**src/inc/acsp_pkg.sv**
```systemverilog
package acsp_pkg;

    // ****************************************************************
    // register offsets
    // ****************************************************************
    localparam logic [14:0] ADDR_IFCFG   = 15'h000;
    localparam logic [14:0] ADDR_CHSEL   = 15'h008;
    localparam logic [14:0] ADDR_TERM    = 15'h016;
    localparam logic [14:0] ADDR_OUTMODE = 15'h561;

    // ****************************************************************
    // fields, codes and reset values
    // ****************************************************************
    localparam logic [7:0] SOFT_RESET_CODE = 8'h81;
    localparam int         LSB_FIRST_BIT   = 6;
    localparam int         LSB_FIRST_BIT_M = 1;
    localparam int         CH_A_BIT        = 0;
    localparam int         CH_B_BIT        = 1;
    localparam logic [7:0] IFCFG_RST       = 8'h00;
    localparam logic [7:0] CHSEL_RST       = 8'h00;
    localparam logic [7:0] TERM_RST        = 8'h00;
    localparam logic [7:0] OUTMODE_RST     = 8'h01;
    localparam logic [1:0] CHSEL_MASK      = 2'h3;

    // ****************************************************************
    // frame geometry and timing
    // ****************************************************************
    localparam int          WORD_BITS  = 8;
    localparam int          INSTR_BITS = 16;
    localparam int          CLK_MHZ    = 250;
    localparam int          SRST_US    = 5000;
    localparam int          SRST_CYC   = SRST_US * CLK_MHZ;

    // one register access decoded from the serial frame
    typedef struct packed {
        logic        wr;
        logic        rd;
        logic [14:0] addr;
        logic [7:0]  wdata;
    } acsp_req_t;

    // frame shifter state
    typedef enum logic [1:0] {
        ST_INSTR = 2'b00,
        ST_WDATA = 2'b01,
        ST_RDATA = 2'b10
    } acsp_state_t;

endpackage

```
**src/hdl/acsp_port.sv**
```systemverilog
module acsp_port #(
    parameter int SRST_CYCLES = acsp_pkg::SRST_CYC
) (
    // clock and reset
    input  wire logic       mclk_i,
    input  wire logic       arst_n_i,
    // serial pins
    input  wire logic       sclk_i,
    input  wire logic       port_select_n_i,
    input  wire logic       sdio_i,
    output logic            sdio_o,
    output logic            sdio_oe_o,
    // device side
    output logic            sec_fn_en_o,
    output logic            soft_rst_busy_o,
    output logic [7:0]      term_a_o,
    output logic [7:0]      term_b_o,
    output logic [7:0]      out_mode_o
);
    // ****************************************************************
    // pin synchronisation and edge detection
    // ****************************************************************
    logic [2:0] pin_s;
    logic       sclk_d_r;
    logic       sclk_s;
    logic       sel_n_s;
    logic       sdi_s;
    logic       rise;
    logic       fall;

    acsp_sync #(.W(3), .RST_VAL(3'h2)) u_sync (
        .mclk_i   (mclk_i),
        .arst_n_i (arst_n_i),
        .d_i      ({sclk_i, port_select_n_i, sdio_i}),
        .q_o      (pin_s)
    );

    // select resets high (idle), so no phantom selection follows reset
    assign sclk_s  = pin_s[2];
    assign sel_n_s = pin_s[1];
    assign sdi_s   = pin_s[0];

    always_ff @(posedge mclk_i or negedge arst_n_i) begin
        if (!arst_n_i) begin
            sclk_d_r <= 1'b0;
        end else begin
            sclk_d_r <= sclk_s;
        end
    end

    assign rise = sclk_s & ~sclk_d_r & ~sel_n_s;
    assign fall = ~sclk_s & sclk_d_r & ~sel_n_s;

    // ****************************************************************
    // frame state
    // ****************************************************************
    acsp_pkg::acsp_state_t state_r;
    logic [3:0]            bcnt_r;
    logic [15:0]           instr_r;
    logic [7:0]            wsh_r;
    logic [7:0]            rsh_r;
    logic [14:0]           addr_r;
    logic                  in_frame_r;
    logic                  lsb_first_r;
    logic                  rdata_load_r;
    acsp_pkg::acsp_req_t   req;
    logic [7:0]            rd_val;
    logic [7:0]            ifcfg_r;
    logic [1:0]            chsel_r;
    logic [7:0]            term_a_r;
    logic [7:0]            term_b_r;
    logic [7:0]            outmode_r;
    logic [31:0]           srst_cnt_r;
    logic                  srst_go;
    logic                  instr_done;
    logic                  byte_done;
    logic [15:0]           instr_nxt;
    logic [7:0]            wsh_nxt;

    // data shift direction follows bit order, instruction always msb first; a word lands the same either way
    assign instr_nxt  = {instr_r[14:0], sdi_s};
    assign wsh_nxt    = lsb_first_r ? {sdi_s, wsh_r[7:1]} : {wsh_r[6:0], sdi_s};
    // sixteen instruction bits, then eight per data word
    assign instr_done = rise && state_r == acsp_pkg::ST_INSTR && bcnt_r == 4'hf;
    assign byte_done  = rise && state_r != acsp_pkg::ST_INSTR && bcnt_r == 4'h7;

    // frame counters; select high holds position, so a stall resumes
    always_ff @(posedge mclk_i or negedge arst_n_i) begin
        if (!arst_n_i) begin
            state_r    <= acsp_pkg::ST_INSTR;
            bcnt_r     <= 4'h0;
            instr_r    <= 16'h0000;
            addr_r     <= 15'h0000;
            in_frame_r <= 1'b0;
        end else if (srst_go) begin
            state_r    <= acsp_pkg::ST_INSTR;
            bcnt_r     <= 4'h0;
            in_frame_r <= 1'b0;
        end else if (rise) begin
            in_frame_r <= 1'b1;
            unique case (state_r)
                acsp_pkg::ST_INSTR: begin
                    instr_r <= instr_nxt;
                    bcnt_r  <= bcnt_r + 4'h1;
                    if (bcnt_r == 4'hf) begin
                        bcnt_r  <= 4'h0;
                        addr_r  <= instr_nxt[14:0];
                        state_r <= instr_nxt[15] ? acsp_pkg::ST_RDATA
                                                 : acsp_pkg::ST_WDATA;
                    end
                end
                acsp_pkg::ST_WDATA, acsp_pkg::ST_RDATA: begin
                    bcnt_r <= (bcnt_r == 4'h7) ? 4'h0 : bcnt_r + 4'h1;
                    if (bcnt_r == 4'h7) begin
                        addr_r <= addr_r + 15'h0001;
                    end
                end
                default: state_r <= acsp_pkg::ST_INSTR;
            endcase
        end
    end

    // write shifter
    always_ff @(posedge mclk_i or negedge arst_n_i) begin
        if (!arst_n_i) begin
            wsh_r <= 8'h00;
        end else if (rise && state_r == acsp_pkg::ST_WDATA) begin
            wsh_r <= wsh_nxt;
        end
    end

    assign req.wr    = byte_done && state_r == acsp_pkg::ST_WDATA;
    assign req.rd    = instr_done && instr_nxt[15];
    assign req.addr  = req.rd ? instr_nxt[14:0] : addr_r;
    assign req.wdata = wsh_nxt;

    // ****************************************************************
    // register file
    // ****************************************************************
    // soft reset code in interface config
    assign srst_go = req.wr && req.addr == acsp_pkg::ADDR_IFCFG
                     && req.wdata == acsp_pkg::SOFT_RESET_CODE;

    // defaults on hard and soft reset; global copies
    always_ff @(posedge mclk_i or negedge arst_n_i) begin
        if (!arst_n_i) begin
            ifcfg_r   <= acsp_pkg::IFCFG_RST;
            chsel_r   <= acsp_pkg::CHSEL_RST[1:0];
            outmode_r <= acsp_pkg::OUTMODE_RST;
        end else if (srst_go) begin
            ifcfg_r   <= acsp_pkg::IFCFG_RST;
            chsel_r   <= acsp_pkg::CHSEL_RST[1:0];
            outmode_r <= acsp_pkg::OUTMODE_RST;
        end else if (req.wr) begin
            if (req.addr == acsp_pkg::ADDR_IFCFG) begin
                // soft reset bits self clear, never stored
                ifcfg_r <= req.wdata & 8'h7e;
            end
            if (req.addr == acsp_pkg::ADDR_CHSEL) begin
                chsel_r <= req.wdata[1:0];
            end
            if (req.addr == acsp_pkg::ADDR_OUTMODE) begin
                outmode_r <= req.wdata;
            end
        end
    end

    // local copies steered by channel bits; both set writes both
    always_ff @(posedge mclk_i or negedge arst_n_i) begin
        if (!arst_n_i) begin
            term_a_r <= acsp_pkg::TERM_RST;
            term_b_r <= acsp_pkg::TERM_RST;
        end else if (srst_go) begin
            term_a_r <= acsp_pkg::TERM_RST;
            term_b_r <= acsp_pkg::TERM_RST;
        end else if (req.wr && req.addr == acsp_pkg::ADDR_TERM) begin
            if (chsel_r[acsp_pkg::CH_A_BIT]) begin
                term_a_r <= req.wdata;
            end
            if (chsel_r[acsp_pkg::CH_B_BIT]) begin
                term_b_r <= req.wdata;
            end
        end
    end

    // bit order live from either mirrored lsb-first bit
    assign lsb_first_r = ifcfg_r[acsp_pkg::LSB_FIRST_BIT] | ifcfg_r[acsp_pkg::LSB_FIRST_BIT_M];

    // read mux; unmapped locations read zero
    always_comb begin
        rd_val = 8'h00;
        unique case (req.addr)
            acsp_pkg::ADDR_IFCFG:   rd_val = ifcfg_r;
            acsp_pkg::ADDR_CHSEL:   rd_val = {6'h00, chsel_r};
            // channel A wins when both are selected
            acsp_pkg::ADDR_TERM:    rd_val = chsel_r[acsp_pkg::CH_A_BIT] ? term_a_r : term_b_r;
            acsp_pkg::ADDR_OUTMODE: rd_val = outmode_r;
            default:                rd_val = 8'h00;
        endcase
    end

    // read shifter: load at instruction end and each byte boundary of a read
    always_ff @(posedge mclk_i or negedge arst_n_i) begin
        if (!arst_n_i) begin
            rsh_r        <= 8'h00;
            rdata_load_r <= 1'b0;
        end else begin
            rdata_load_r <= byte_done && state_r == acsp_pkg::ST_RDATA;
            if (req.rd) begin
                rsh_r <= rd_val;
            end else if (rdata_load_r) begin
                rsh_r <= rd_val;
            end else if (fall && state_r == acsp_pkg::ST_RDATA && bcnt_r != 4'h0) begin
                // shift after the host sampled on the rising edge
                rsh_r <= lsb_first_r ? {1'b0, rsh_r[7:1]} : {rsh_r[6:0], 1'b0};
            end
        end
    end

    // drive only in read data phase while selected; release when high
    always_ff @(posedge mclk_i or negedge arst_n_i) begin
        if (!arst_n_i) begin
            sdio_oe_o <= 1'b0;
        end else begin
            sdio_oe_o <= ~sel_n_s && state_r == acsp_pkg::ST_RDATA && in_frame_r;
        end
    end
    assign sdio_o = lsb_first_r ? rsh_r[0] : rsh_r[7];

    // select idle high hands pins to secondary use until the first clocked frame after hard or soft reset
    assign sec_fn_en_o = sel_n_s & ~in_frame_r;

    // soft reset recovery timer
    always_ff @(posedge mclk_i or negedge arst_n_i) begin
        if (!arst_n_i) begin
            srst_cnt_r <= 32'h0000_0000;
        end else if (srst_go) begin
            srst_cnt_r <= 32'(SRST_CYCLES);
        end else if (srst_cnt_r != 32'h0000_0000) begin
            srst_cnt_r <= srst_cnt_r - 32'h0000_0001;
        end
    end
    assign soft_rst_busy_o = srst_cnt_r != 32'h0000_0000;

    assign term_a_o   = term_a_r;
    assign term_b_o   = term_b_r;
    assign out_mode_o = outmode_r;

    // ****************************************************************
    // assertions
    // ****************************************************************
    property p_oe_only_read;
        @(posedge mclk_i) disable iff (!arst_n_i)
        sdio_oe_o |-> $past(state_r) == acsp_pkg::ST_RDATA;
    endproperty
    a_oe_only_read: assert property (p_oe_only_read) else $error("drive outside read");

    property p_dir_write;
        @(posedge mclk_i) disable iff (!arst_n_i)
        (instr_done && !instr_nxt[15] && !srst_go) |=> state_r == acsp_pkg::ST_WDATA;
    endproperty
    a_dir_write: assert property (p_dir_write) else $error("write not decoded");

    property p_dir_read;
        @(posedge mclk_i) disable iff (!arst_n_i)
        (instr_done && instr_nxt[15]) |=> state_r == acsp_pkg::ST_RDATA;
    endproperty
    a_dir_read: assert property (p_dir_read) else $error("read not decoded");

    property p_both_write;
        @(posedge mclk_i) disable iff (!arst_n_i)
        (req.wr && req.addr == acsp_pkg::ADDR_TERM && chsel_r == 2'h3)
            |=> term_a_r == term_b_r;
    endproperty
    a_both_write: assert property (p_both_write) else $error("dual write missed");

    property p_srst;
        @(posedge mclk_i) disable iff (!arst_n_i)
        srst_go |=> outmode_r == acsp_pkg::OUTMODE_RST && soft_rst_busy_o;
    endproperty
    a_srst: assert property (p_srst) else $error("soft reset not taken");

    property p_hold_stall;
        @(posedge mclk_i) disable iff (!arst_n_i)
        sel_n_s |=> $stable(bcnt_r) || $past(srst_go);
    endproperty
    a_hold_stall: assert property (p_hold_stall) else $error("stall lost position");

    property p_hiz_idle;
        @(posedge mclk_i) disable iff (!arst_n_i)
        sel_n_s [*2] |-> !sdio_oe_o;
    endproperty
    a_hiz_idle: assert property (p_hiz_idle) else $error("pin driven while idle");

    property p_stream_inc;
        @(posedge mclk_i) disable iff (!arst_n_i)
        (byte_done && !srst_go) |=> addr_r == $past(addr_r) + 15'h0001;
    endproperty
    a_stream_inc: assert property (p_stream_inc) else $error("address not advanced");

    property p_chan_a_read;
        @(posedge mclk_i) disable iff (!arst_n_i)
        (req.addr == acsp_pkg::ADDR_TERM && chsel_r[0]) |-> rd_val == term_a_r;
    endproperty
    a_chan_a_read: assert property (p_chan_a_read) else $error("wrong channel read");
endmodule // acsp_port

```
**src/hdl/acsp_sync.sv**
```systemverilog
// two-flop synchroniser for asynchronous pin levels
module acsp_sync #(
    parameter int           W       = 1,
    parameter logic [W-1:0] RST_VAL = '0
) (
    // clock and reset
    input  wire logic         mclk_i,
    input  wire logic         arst_n_i,
    // level in and out
    input  wire logic [W-1:0] d_i,
    output logic      [W-1:0] q_o
);
    logic [W-1:0] meta_r;

    // first stage is read only by the second; reset to the pins' idle levels
    always_ff @(posedge mclk_i or negedge arst_n_i) begin
        if (!arst_n_i) begin
            meta_r <= RST_VAL;
            q_o    <= RST_VAL;
        end else begin
            meta_r <= d_i;
            q_o    <= meta_r;
        end
    end
endmodule // acsp_sync

```
**config.mk**
```make
export PLATFORM = sky130hd
export DESIGN_NAME = acsp_port
export DESIGN_NICKNAME = d
export VERILOG_FILES = /design/src/inc/acsp_pkg.sv /design/src/hdl/acsp_port.sv /design/src/hdl/acsp_sync.sv
export SDC_FILE = /design/constraint.sdc
export NUM_CORES = 1
export LEC_CHECK = 0
export ABC_AREA = 1
export BUFFER_PORTS_ARGS = -buffer_cell sky130_fd_sc_hd__buf_2
export CAP_MARGIN = 0
export CORE_MARGIN = 3
export CORE_UTILIZATION = 50
export DETAILED_ROUTE_END_ITERATION = 12
export PLACE_DENSITY = 0.67
export SYNTH_ARGS = -nofsm -noshare
export SYNTH_HDL_FRONTEND = slang
export SYNTH_SLANG_ARGS = --single-unit
```
**constraint.sdc**
```tcl
create_clock -name mclk_i -period 6 [get_ports mclk_i]
set_input_delay 0.6 -clock mclk_i [delete_from_list [all_inputs] [get_ports mclk_i]]
set_output_delay 0.6 -clock mclk_i [all_outputs]
set_load 0.02 [all_outputs]
```
== After elaboration in Yosys (flattened, before gate mapping) ==
Index checks and enable logic that the tools add are counted.

* Add/subtract/negate cells: 3
* Multiply operators: 0
* Divide/modulo/power cells: 0
* Magnitude comparators: 0
* Equal/unequal tests: 12
* Shift-type cells: 0
* Multiplexer cells: 41
* Bitwise gates (word level): 11
* Reduce and logical (&&, ||, !) cells: 42

{| class="wikitable"
|+ Operator list
! kind !! number
|-
| 8-bit 2-to-1 mux || 18
|-
| 32-bit 2-to-1 mux || 2
|-
| 15-bit 2-to-1 mux || 3
|-
| 8-bit one-hot mux with 4 select lines || 1
|-
| 32-bit nonzero test || 1
|-
| 32-bit by 1-bit subtractor with 32-bit output (second input constant) || 1
|-
| 15-bit one-hot mux with 2 select lines || 1
|-
| 2-bit nonzero test || 11
|-
| 4-bit 2-to-1 mux || 4
|-
| 15-bit by 1-bit adder with 15-bit output (second input constant) || 1
|-
| 15-bit by 11-bit equality test with 1-bit output (second input constant) || 1
|-
| 15-bit by 4-bit equality test with 1-bit output (second input constant) || 1
|-
| 15-bit by 5-bit equality test with 1-bit output (second input constant) || 1
|-
| 1-bit logical AND || 15
|-
| 15-bit logical NOT || 1
|-
| 2-bit 2-to-1 mux || 7
|-
| 2-bit AND reduction || 6
|-
| 8-bit equality test (second input constant) || 1
|-
| 4-bit one-hot mux with 2 select lines || 1
|-
| 3-bit AND reduction || 2
|-
| 3-bit nonzero test || 2
|-
| 1-bit AND || 5
|-
| 1-bit NOT || 5
|-
| 5-bit AND reduction || 1
|-
| 14 further kinds || 17
|}

* Register bits after elaboration: 128
* Latch bits: 0
* RAM bits: 0
* Bits in read-only memories: 0
* Memories: 0

== Logic depth before layout (Yosys ltp) ==
* Depth after elaboration: 12
* Gate-level depth with buffers: 19

== By module ==
From an unflattened synthesis, not the netlist that was laid out.

* Cell total of the unflattened synthesis: 925
* Area total of the unflattened synthesis: 6977.9 µm²

{| class="wikitable"
|+ Modules (own cells, without submodules)
! module !! instances !! cells an instance !! area an instance (µm²) !! seq. area each (µm²)
|-
| acsp_port || 1 || 919 || 6825.3 || 3004.1
|-
| acsp_sync || 1 || 6 || 152.6 || 152.6
|}

== Worst setup path after synthesis ==
OpenSTA, ideal clock, no wires.

* Path type: register to register
* From: register state_r[0]
* To: register term_a_r[4], in the netlist term_a_o[4]
* Setup time: 0.140 ns
* Arrival: 2.191 ns
* Required time: 5.860 ns
* Path slack: 3.669 ns
* Stages on the path, launching flop included: 20
* Path buffers: 2
* Cell sequence: dfrtp_1 -> inv_1 -> ha_1 -> nand2_1 -> inv_2 -> nand3_4 -> buf_6 -> buf_6 -> nand2_1 -> nand2_1 -> nor2_1 -> nand2_1 -> nor2_2 -> nand2_2 -> nor2_4 -> nand2_4 -> nand2_1 -> inv_2 -> nand2_1 -> o21ai_1

* Cells in the longest elaborated chain, start to end: 10
* Elaborated cells between the ends (all ways): 19

{| class="wikitable"
|+ Ends and longest elaborated chain
! item !! line !! RTL
|-
| from (decl) || acsp_port.sv:57 || <nowiki>acsp_pkg::acsp_state_t state_r;</nowiki>
|-
| from (signal assigned) || acsp_port.sv:90 || <nowiki>state_r <= acsp_pkg::ST_INSTR;</nowiki>
|-
| from (signal assigned) || acsp_port.sv:96 || <nowiki>state_r <= acsp_pkg::ST_INSTR;</nowiki>
|-
| from (signal assigned) || acsp_port.sv:108 || <nowiki>state_r <= instr_nxt[15] ? acsp_pkg::ST_RDATA</nowiki>
|-
| 2-bit logical NOT || acsp_port.sv:84 || <nowiki>assign instr_done = rise && state_r == acsp_pkg::ST_INSTR && bcnt_r == 4'hf;</nowiki>
|-
| 1-bit logical AND (2 in a row) || acsp_port.sv:84 ||
|-
| 1-bit logical AND || acsp_port.sv:133 || <nowiki>assign req.rd = instr_done && instr_nxt[15];</nowiki>
|-
| 15-bit 2-to-1 mux || acsp_port.sv:134 || <nowiki>assign req.addr = req.rd ? instr_nxt[14:0] : addr_r;</nowiki>
|-
| 15-bit logical NOT || acsp_port.sv:141 || <nowiki>assign srst_go = req.wr && req.addr == acsp_pkg::ADDR_IFCFG</nowiki>
|-
| 1-bit logical AND || acsp_port.sv:141 ||
|-
| 1-bit logical AND || acsp_port.sv:142 || <nowiki>&& req.wdata == acsp_pkg::SOFT_RESET_CODE;</nowiki>
|-
| 2-bit nonzero test (no source line) || - ||
|-
| 2-bit AND reduction (no source line) || - ||
|-
| to (signal assigned) || acsp_port.sv:171 || <nowiki>term_a_r <= acsp_pkg::TERM_RST;</nowiki>
|-
| to (signal assigned) || acsp_port.sv:174 || <nowiki>term_a_r <= acsp_pkg::TERM_RST;</nowiki>
|-
| to (signal assigned) || acsp_port.sv:178 || <nowiki>term_a_r <= req.wdata;</nowiki>
|-
| to (decl) || acsp_port.sv:70 || <nowiki>logic [7:0] term_a_r;</nowiki>
|}

Parallel ways exist; a longest one is shown, timed or not.
A chain may end at the register's enable or synchronous reset.

== Final worst setup path ==
* From: register ifcfg_r[1]
* To: register addr_r[9]

* Cells in the longest elaborated chain, start to end: 6

{| class="wikitable"
|+ Ends and longest elaborated chain
! item !! line !! RTL
|-
| from (decl) || acsp_port.sv:68 || <nowiki>logic [7:0] ifcfg_r;</nowiki>
|-
| from (signal assigned) || acsp_port.sv:147 || <nowiki>ifcfg_r <= acsp_pkg::IFCFG_RST;</nowiki>
|-
| from (signal assigned) || acsp_port.sv:151 || <nowiki>ifcfg_r <= acsp_pkg::IFCFG_RST;</nowiki>
|-
| from (signal assigned) || acsp_port.sv:157 || <nowiki>ifcfg_r <= req.wdata & 8'h7e;</nowiki>
|-
| 1-bit bitwise OR || acsp_port.sv:187 || <nowiki>assign lsb_first_r = ifcfg_r[acsp_pkg::LSB_FIRST_BIT] | ifcfg_r[acsp_pkg::LSB_FIRST_BIT_M];</nowiki>
|-
| 8-bit 2-to-1 mux || acsp_port.sv:82 || <nowiki>assign wsh_nxt = lsb_first_r ? {sdi_s, wsh_r[7:1]} : {wsh_r[6:0], sdi_s};</nowiki>
|-
| 8-bit equality test || acsp_port.sv:142 ||
|-
| 1-bit logical AND || acsp_port.sv:142 ||
|-
| 1-bit NOT (no source line) || - ||
|-
| 5-bit AND reduction (no source line) || - ||
|-
| to (signal assigned) || acsp_port.sv:107 || <nowiki>addr_r <= instr_nxt[14:0];</nowiki>
|-
| to (signal assigned) || acsp_port.sv:115 || <nowiki>addr_r <= addr_r + 15'h0001;</nowiki>
|-
| to (decl) || acsp_port.sv:62 || <nowiki>logic [14:0] addr_r;</nowiki>
|}

No other way between the ends.

==> implementation parameters <==
Parameter                              Value

Run status
  Run status    finished clean

Worst setup path
  Highest-delay cell along the critical path    nor2_1
  R2R Setup Slk    around 2300 ps
  Required time at the worst-slack endpoint    around 6300 ps
  Nature of the critical path startpoint    flop
  Stages on worst setup path    11
  Worst-path maximum fanout    30
  Delay of the slowest critical-path stage    840 ps
  Launch point of the critical path    ifcfg_r[1]
  Kind of cell with the highest combined delay on the critical path    simple AND/OR/NAND/NOR gates
  Worst-path cell chain    nor2_1 -> inv_2 -> or2_1 -> o21ai_0 -> nand4_1 -> nor2_2 -> nand3_2 -> nand2_1 -> inv_2 -> o21ai_1 -> o21ai_1
  Worst Path Class, Setup    reg -> reg
  Worst setup EP type    flop
  Capture point of the worst path    addr_r[9]
  Data arrival, critical path    4030 ps
  Worst R2R End    addr_r[9]
  RR Startpoint    ifcfg_r[1]
  Number of cells on the worst reg-to-reg path    11
  Crit path buf inv count    2

STA
  Relative slew slack    between 20% and 30%
  Final worst clock skew    ~16 ps
  Time the worst path needs with I/O delays and setup    3740 ps
  Maximum clock frequency    268 MHz
  Worst setup slack after layout    about 2300 ps
  Setup_tns    0 ps
  Final Hold Violating Endpoints    0
  Number of setup violations in the final report    0
  Unrepaired setup endpoints after global routing    false
  Final worst-path cycle share    62.3%
  Final count of pins violating max slew    0
  Actual slew at the worst max-slew pin    1090 ps
  Final-layout worst hold slack    284 ps

Detailed routing
  Drt drc    0
  Drt via density    ~5.3
  Number of routed nets with antenna violations    0
  Drt pass-1 iters    5
  Total detailed-routing wirelength    16800 um
  Routed wire per std cell    14.3 um
  Initial DRC Count    382
  Overall via count from detail_route    around 6200

Placed design
  Area after DPL    around 7300 sq um
  Dpl hpwl    11500 um
  Final GP Congestion    0.875
  Post-placement worst setup slack    2310 ps
  IO buf count    32

Floorplan
  Die H    125 um
  Die W    about 130 um
  Initial core utilization    52.5%
  Num rows    42
  Die ar.    15700 sq um
  IO Count    33
  Core Box Area    ~14000 sq um

CTS
  Clk Tree Root Cell    clkbuf_16
  Clock network latency to the later pin of the worst-skew pair    430 ps
  Num CTS Buffers    17
  Hold-fix buffers, CTS    0
  # resized after CTS    0
  Max Buffers Root-to-Sink    2
  Clock tree from TritonCTS    yes
  Clock-pin slew on the worst setup and hold paths    60 ps
  Number of levels the H-tree was split into    4
  Number of post-CTS setup repair buffers    0
  Number of sinks driven by the clock tree    126

Power and ir drop
  Cell internal power dissipation    roughly 1.7 mW
  Clock share of power    45.0%
  Worst IR drop on VDD    between 0.2 and 0.3 mV
  Leakage    4.24 nW
  Fraction of power spent switching nets    ~30%
  Switching pwr    just over 0.7 mW
  Gate power share    15.1%
  Power density cells    ~300 nW/um^2
  Final total power    2.41 mW
  Sequential power share    39.9%

Global routing
  Congestion Overflow GR    0
  Initial antenna violation count    0
  Vias in the first global route    5772
  First-pass GRT wire length    28600 um
  Maximum number of pins on one net before global-route repair    71
  GRT Total Usage    22.4%

Logic synthesis
  Number of enable-type register cells in the synthesized netlist    0
  Average cell area after synthesis    about 7.4 sq um
  Gate Count Post-Synth    957
  Synthesized Nets    970
  Share of synthesized area occupied by flip-flops and latches    44.4%
  Synthesis Warnings    0
  Share of async-settable or async-resettable flops after synthesis    100%
  Cell area after technology mapping    just over 7000 sq um
  Synth unique cells    41
  Number of storage elements in the synthesis netlist    ~130
  Post-synth top flop    dfrtp_1

Job
  Max-cap check violation count    0

Cells and area
  Net count, final    997
  Proportion of layout cells with a drive suffix above 1    11.3%
  Non-Filler Cell Area, Final    7970 sq um
  Antenna diode count    0
  Post-synthesis to final-layout area growth    12.0%

Min path
  Hold Crit Class    in -> reg
sequential cells by signal, indices dropped and copies added, names as in the netlist:
| name | cells |
|---|---|
| srst_cnt_r | 32 |
| addr_r | 15 |
| instr_r | 15 |
| out_mode_o | 8 |
| rsh_r | 8 |
| term_a_o | 8 |
| term_b_o | 8 |
| wsh_r | 8 |
| ifcfg_r | 6 |
| bcnt_r | 4 |
| u_sync.meta_r | 3 |
| u_sync.q_o | 3 |
| chsel_r | 2 |
| state_r | 2 |
| in_frame_r | 1 |
| rdata_load_r | 1 |
| sclk_d_r | 1 |
| sdio_oe_o | 1 |
through the flow:
stage | utilization [%] | instances
finish | 58.8 | 1173
global route | 58.8 | 1173
CTS | 58.8 | 1173
detailed placement | 54.2 | 1141
global placement | 54.2 | 1141
floorplan | - | 957
cell type report:
class / count / area, sq um
clock buffers: 18 / 439
clock inverters: 14 / 180
fillers: 1265 / 5590
inverters: 138 / 518
multi-input cells: 668 / 3280
flip-flops and latches: 126 / 3160
well taps: 176 / 220
repair buffers: 33 / 170
worst min-delay path by stage:
stage	start	endpoint	slack [ps]	cells after the start
after detailed placement	u_sync.meta_r[0]	u_sync.q_o[0]	340	0
after global placement	u_sync.meta_r[0]	u_sync.q_o[0]	340	0
after floorplan	arst_n_i	addr_r[0]	300	0
final	port_select_n_i	u_sync.meta_r[1]	280	1
after global routing	port_select_n_i	u_sync.meta_r[1]	260	1
after CTS	port_select_n_i	u_sync.meta_r[1]	270	1
placed cells by master (no fill, tap or decap), types with 3 or more instances in the layout:
cell        Yosys  layout
nand2_1       256     256
clkinvlp_4      0       5
o22ai_1         8       8
xor2_1         13      13
nor3_1         14      14
bufinv_16       0       3
nand3b_1        3       3
nor2_1         89      89
nand4_1        19      19
a21oi_1        21      21
nand3_2         5       5
nand2_2         4       4
ha_1            8       8
nor2_2          6       6
or2_2           6       6
o21ai_1        35      35
nor2_4          5       5
dfstp_2         3       3
nand3_1        73      73
clkbuf_16       0      17
xnor2_1         4       4
inv_1         128     128
o21ai_0        68      68
dfrtp_1       123     123
inv_6           0       6
nand2_4         4       4
a31oi_1         4       4
inv_2          10      10
nor4_1          5       5
buf_2           4      31
power groups by stage:
stage	registers, mW	clock network [mW]	logic (mW)
2_1_floorplan	0.958	0	0.278
3_3_place_gp	0.972	0	0.356
3_5_place_dp	0.972	0	0.362
4_1_cts	0.958	1.10	0.364
5_1_grt	0.967	1.14	0.420
6_report	0.959	1.08	0.364
Yosys cell counts (all sizes together) (12+ instances only):
| cell type | count | area share (%) |
|---|---|---|
| o21ai | 103 | 7.2 |
| buf | 13 | 1.6 |
| xor2 | 13 | 1.6 |
| clkbuf | 12 | 0.63 |
| nand4 | 19 | 1.7 |
| nor2 | 101 | 6.3 |
| inv | 138 | 7.3 |
| dfrtp | 123 | 43 |
| nand3 | 80 | 6.3 |
| nor3 | 14 | 0.98 |
| a21oi | 21 | 1.5 |
| nand2 | 264 | 14 |
kinds of logic after synthesis:
family                     Yosys count  share of synthesized area (%)
and+or+nand+nor                    496                           31.4
buffers and inverters              163                           9.51
AOI/OAI and AO/OA                  144                           10.8
DFF                                126                           44.4
xor gates and xnor gates            17                           2.09
adders and majority gates            8                           1.41
muxes                                3                          0.440
layer usage:
| metal | wire, um | vias to the layer above | GRT usage, % |
|---|---|---|---|
| li1 | - | 3123 | - |
| met3 | 762 | 14 | 5.25 |
| met2 | 7740 | 137 | 35.3 |
| met1 | 8070 | 2907 | 31.4 |
| met4 | 195 | 0 | 6.19 |
| met5 | 0 | - | 0 |
Power figures use the tool's default switching activity.
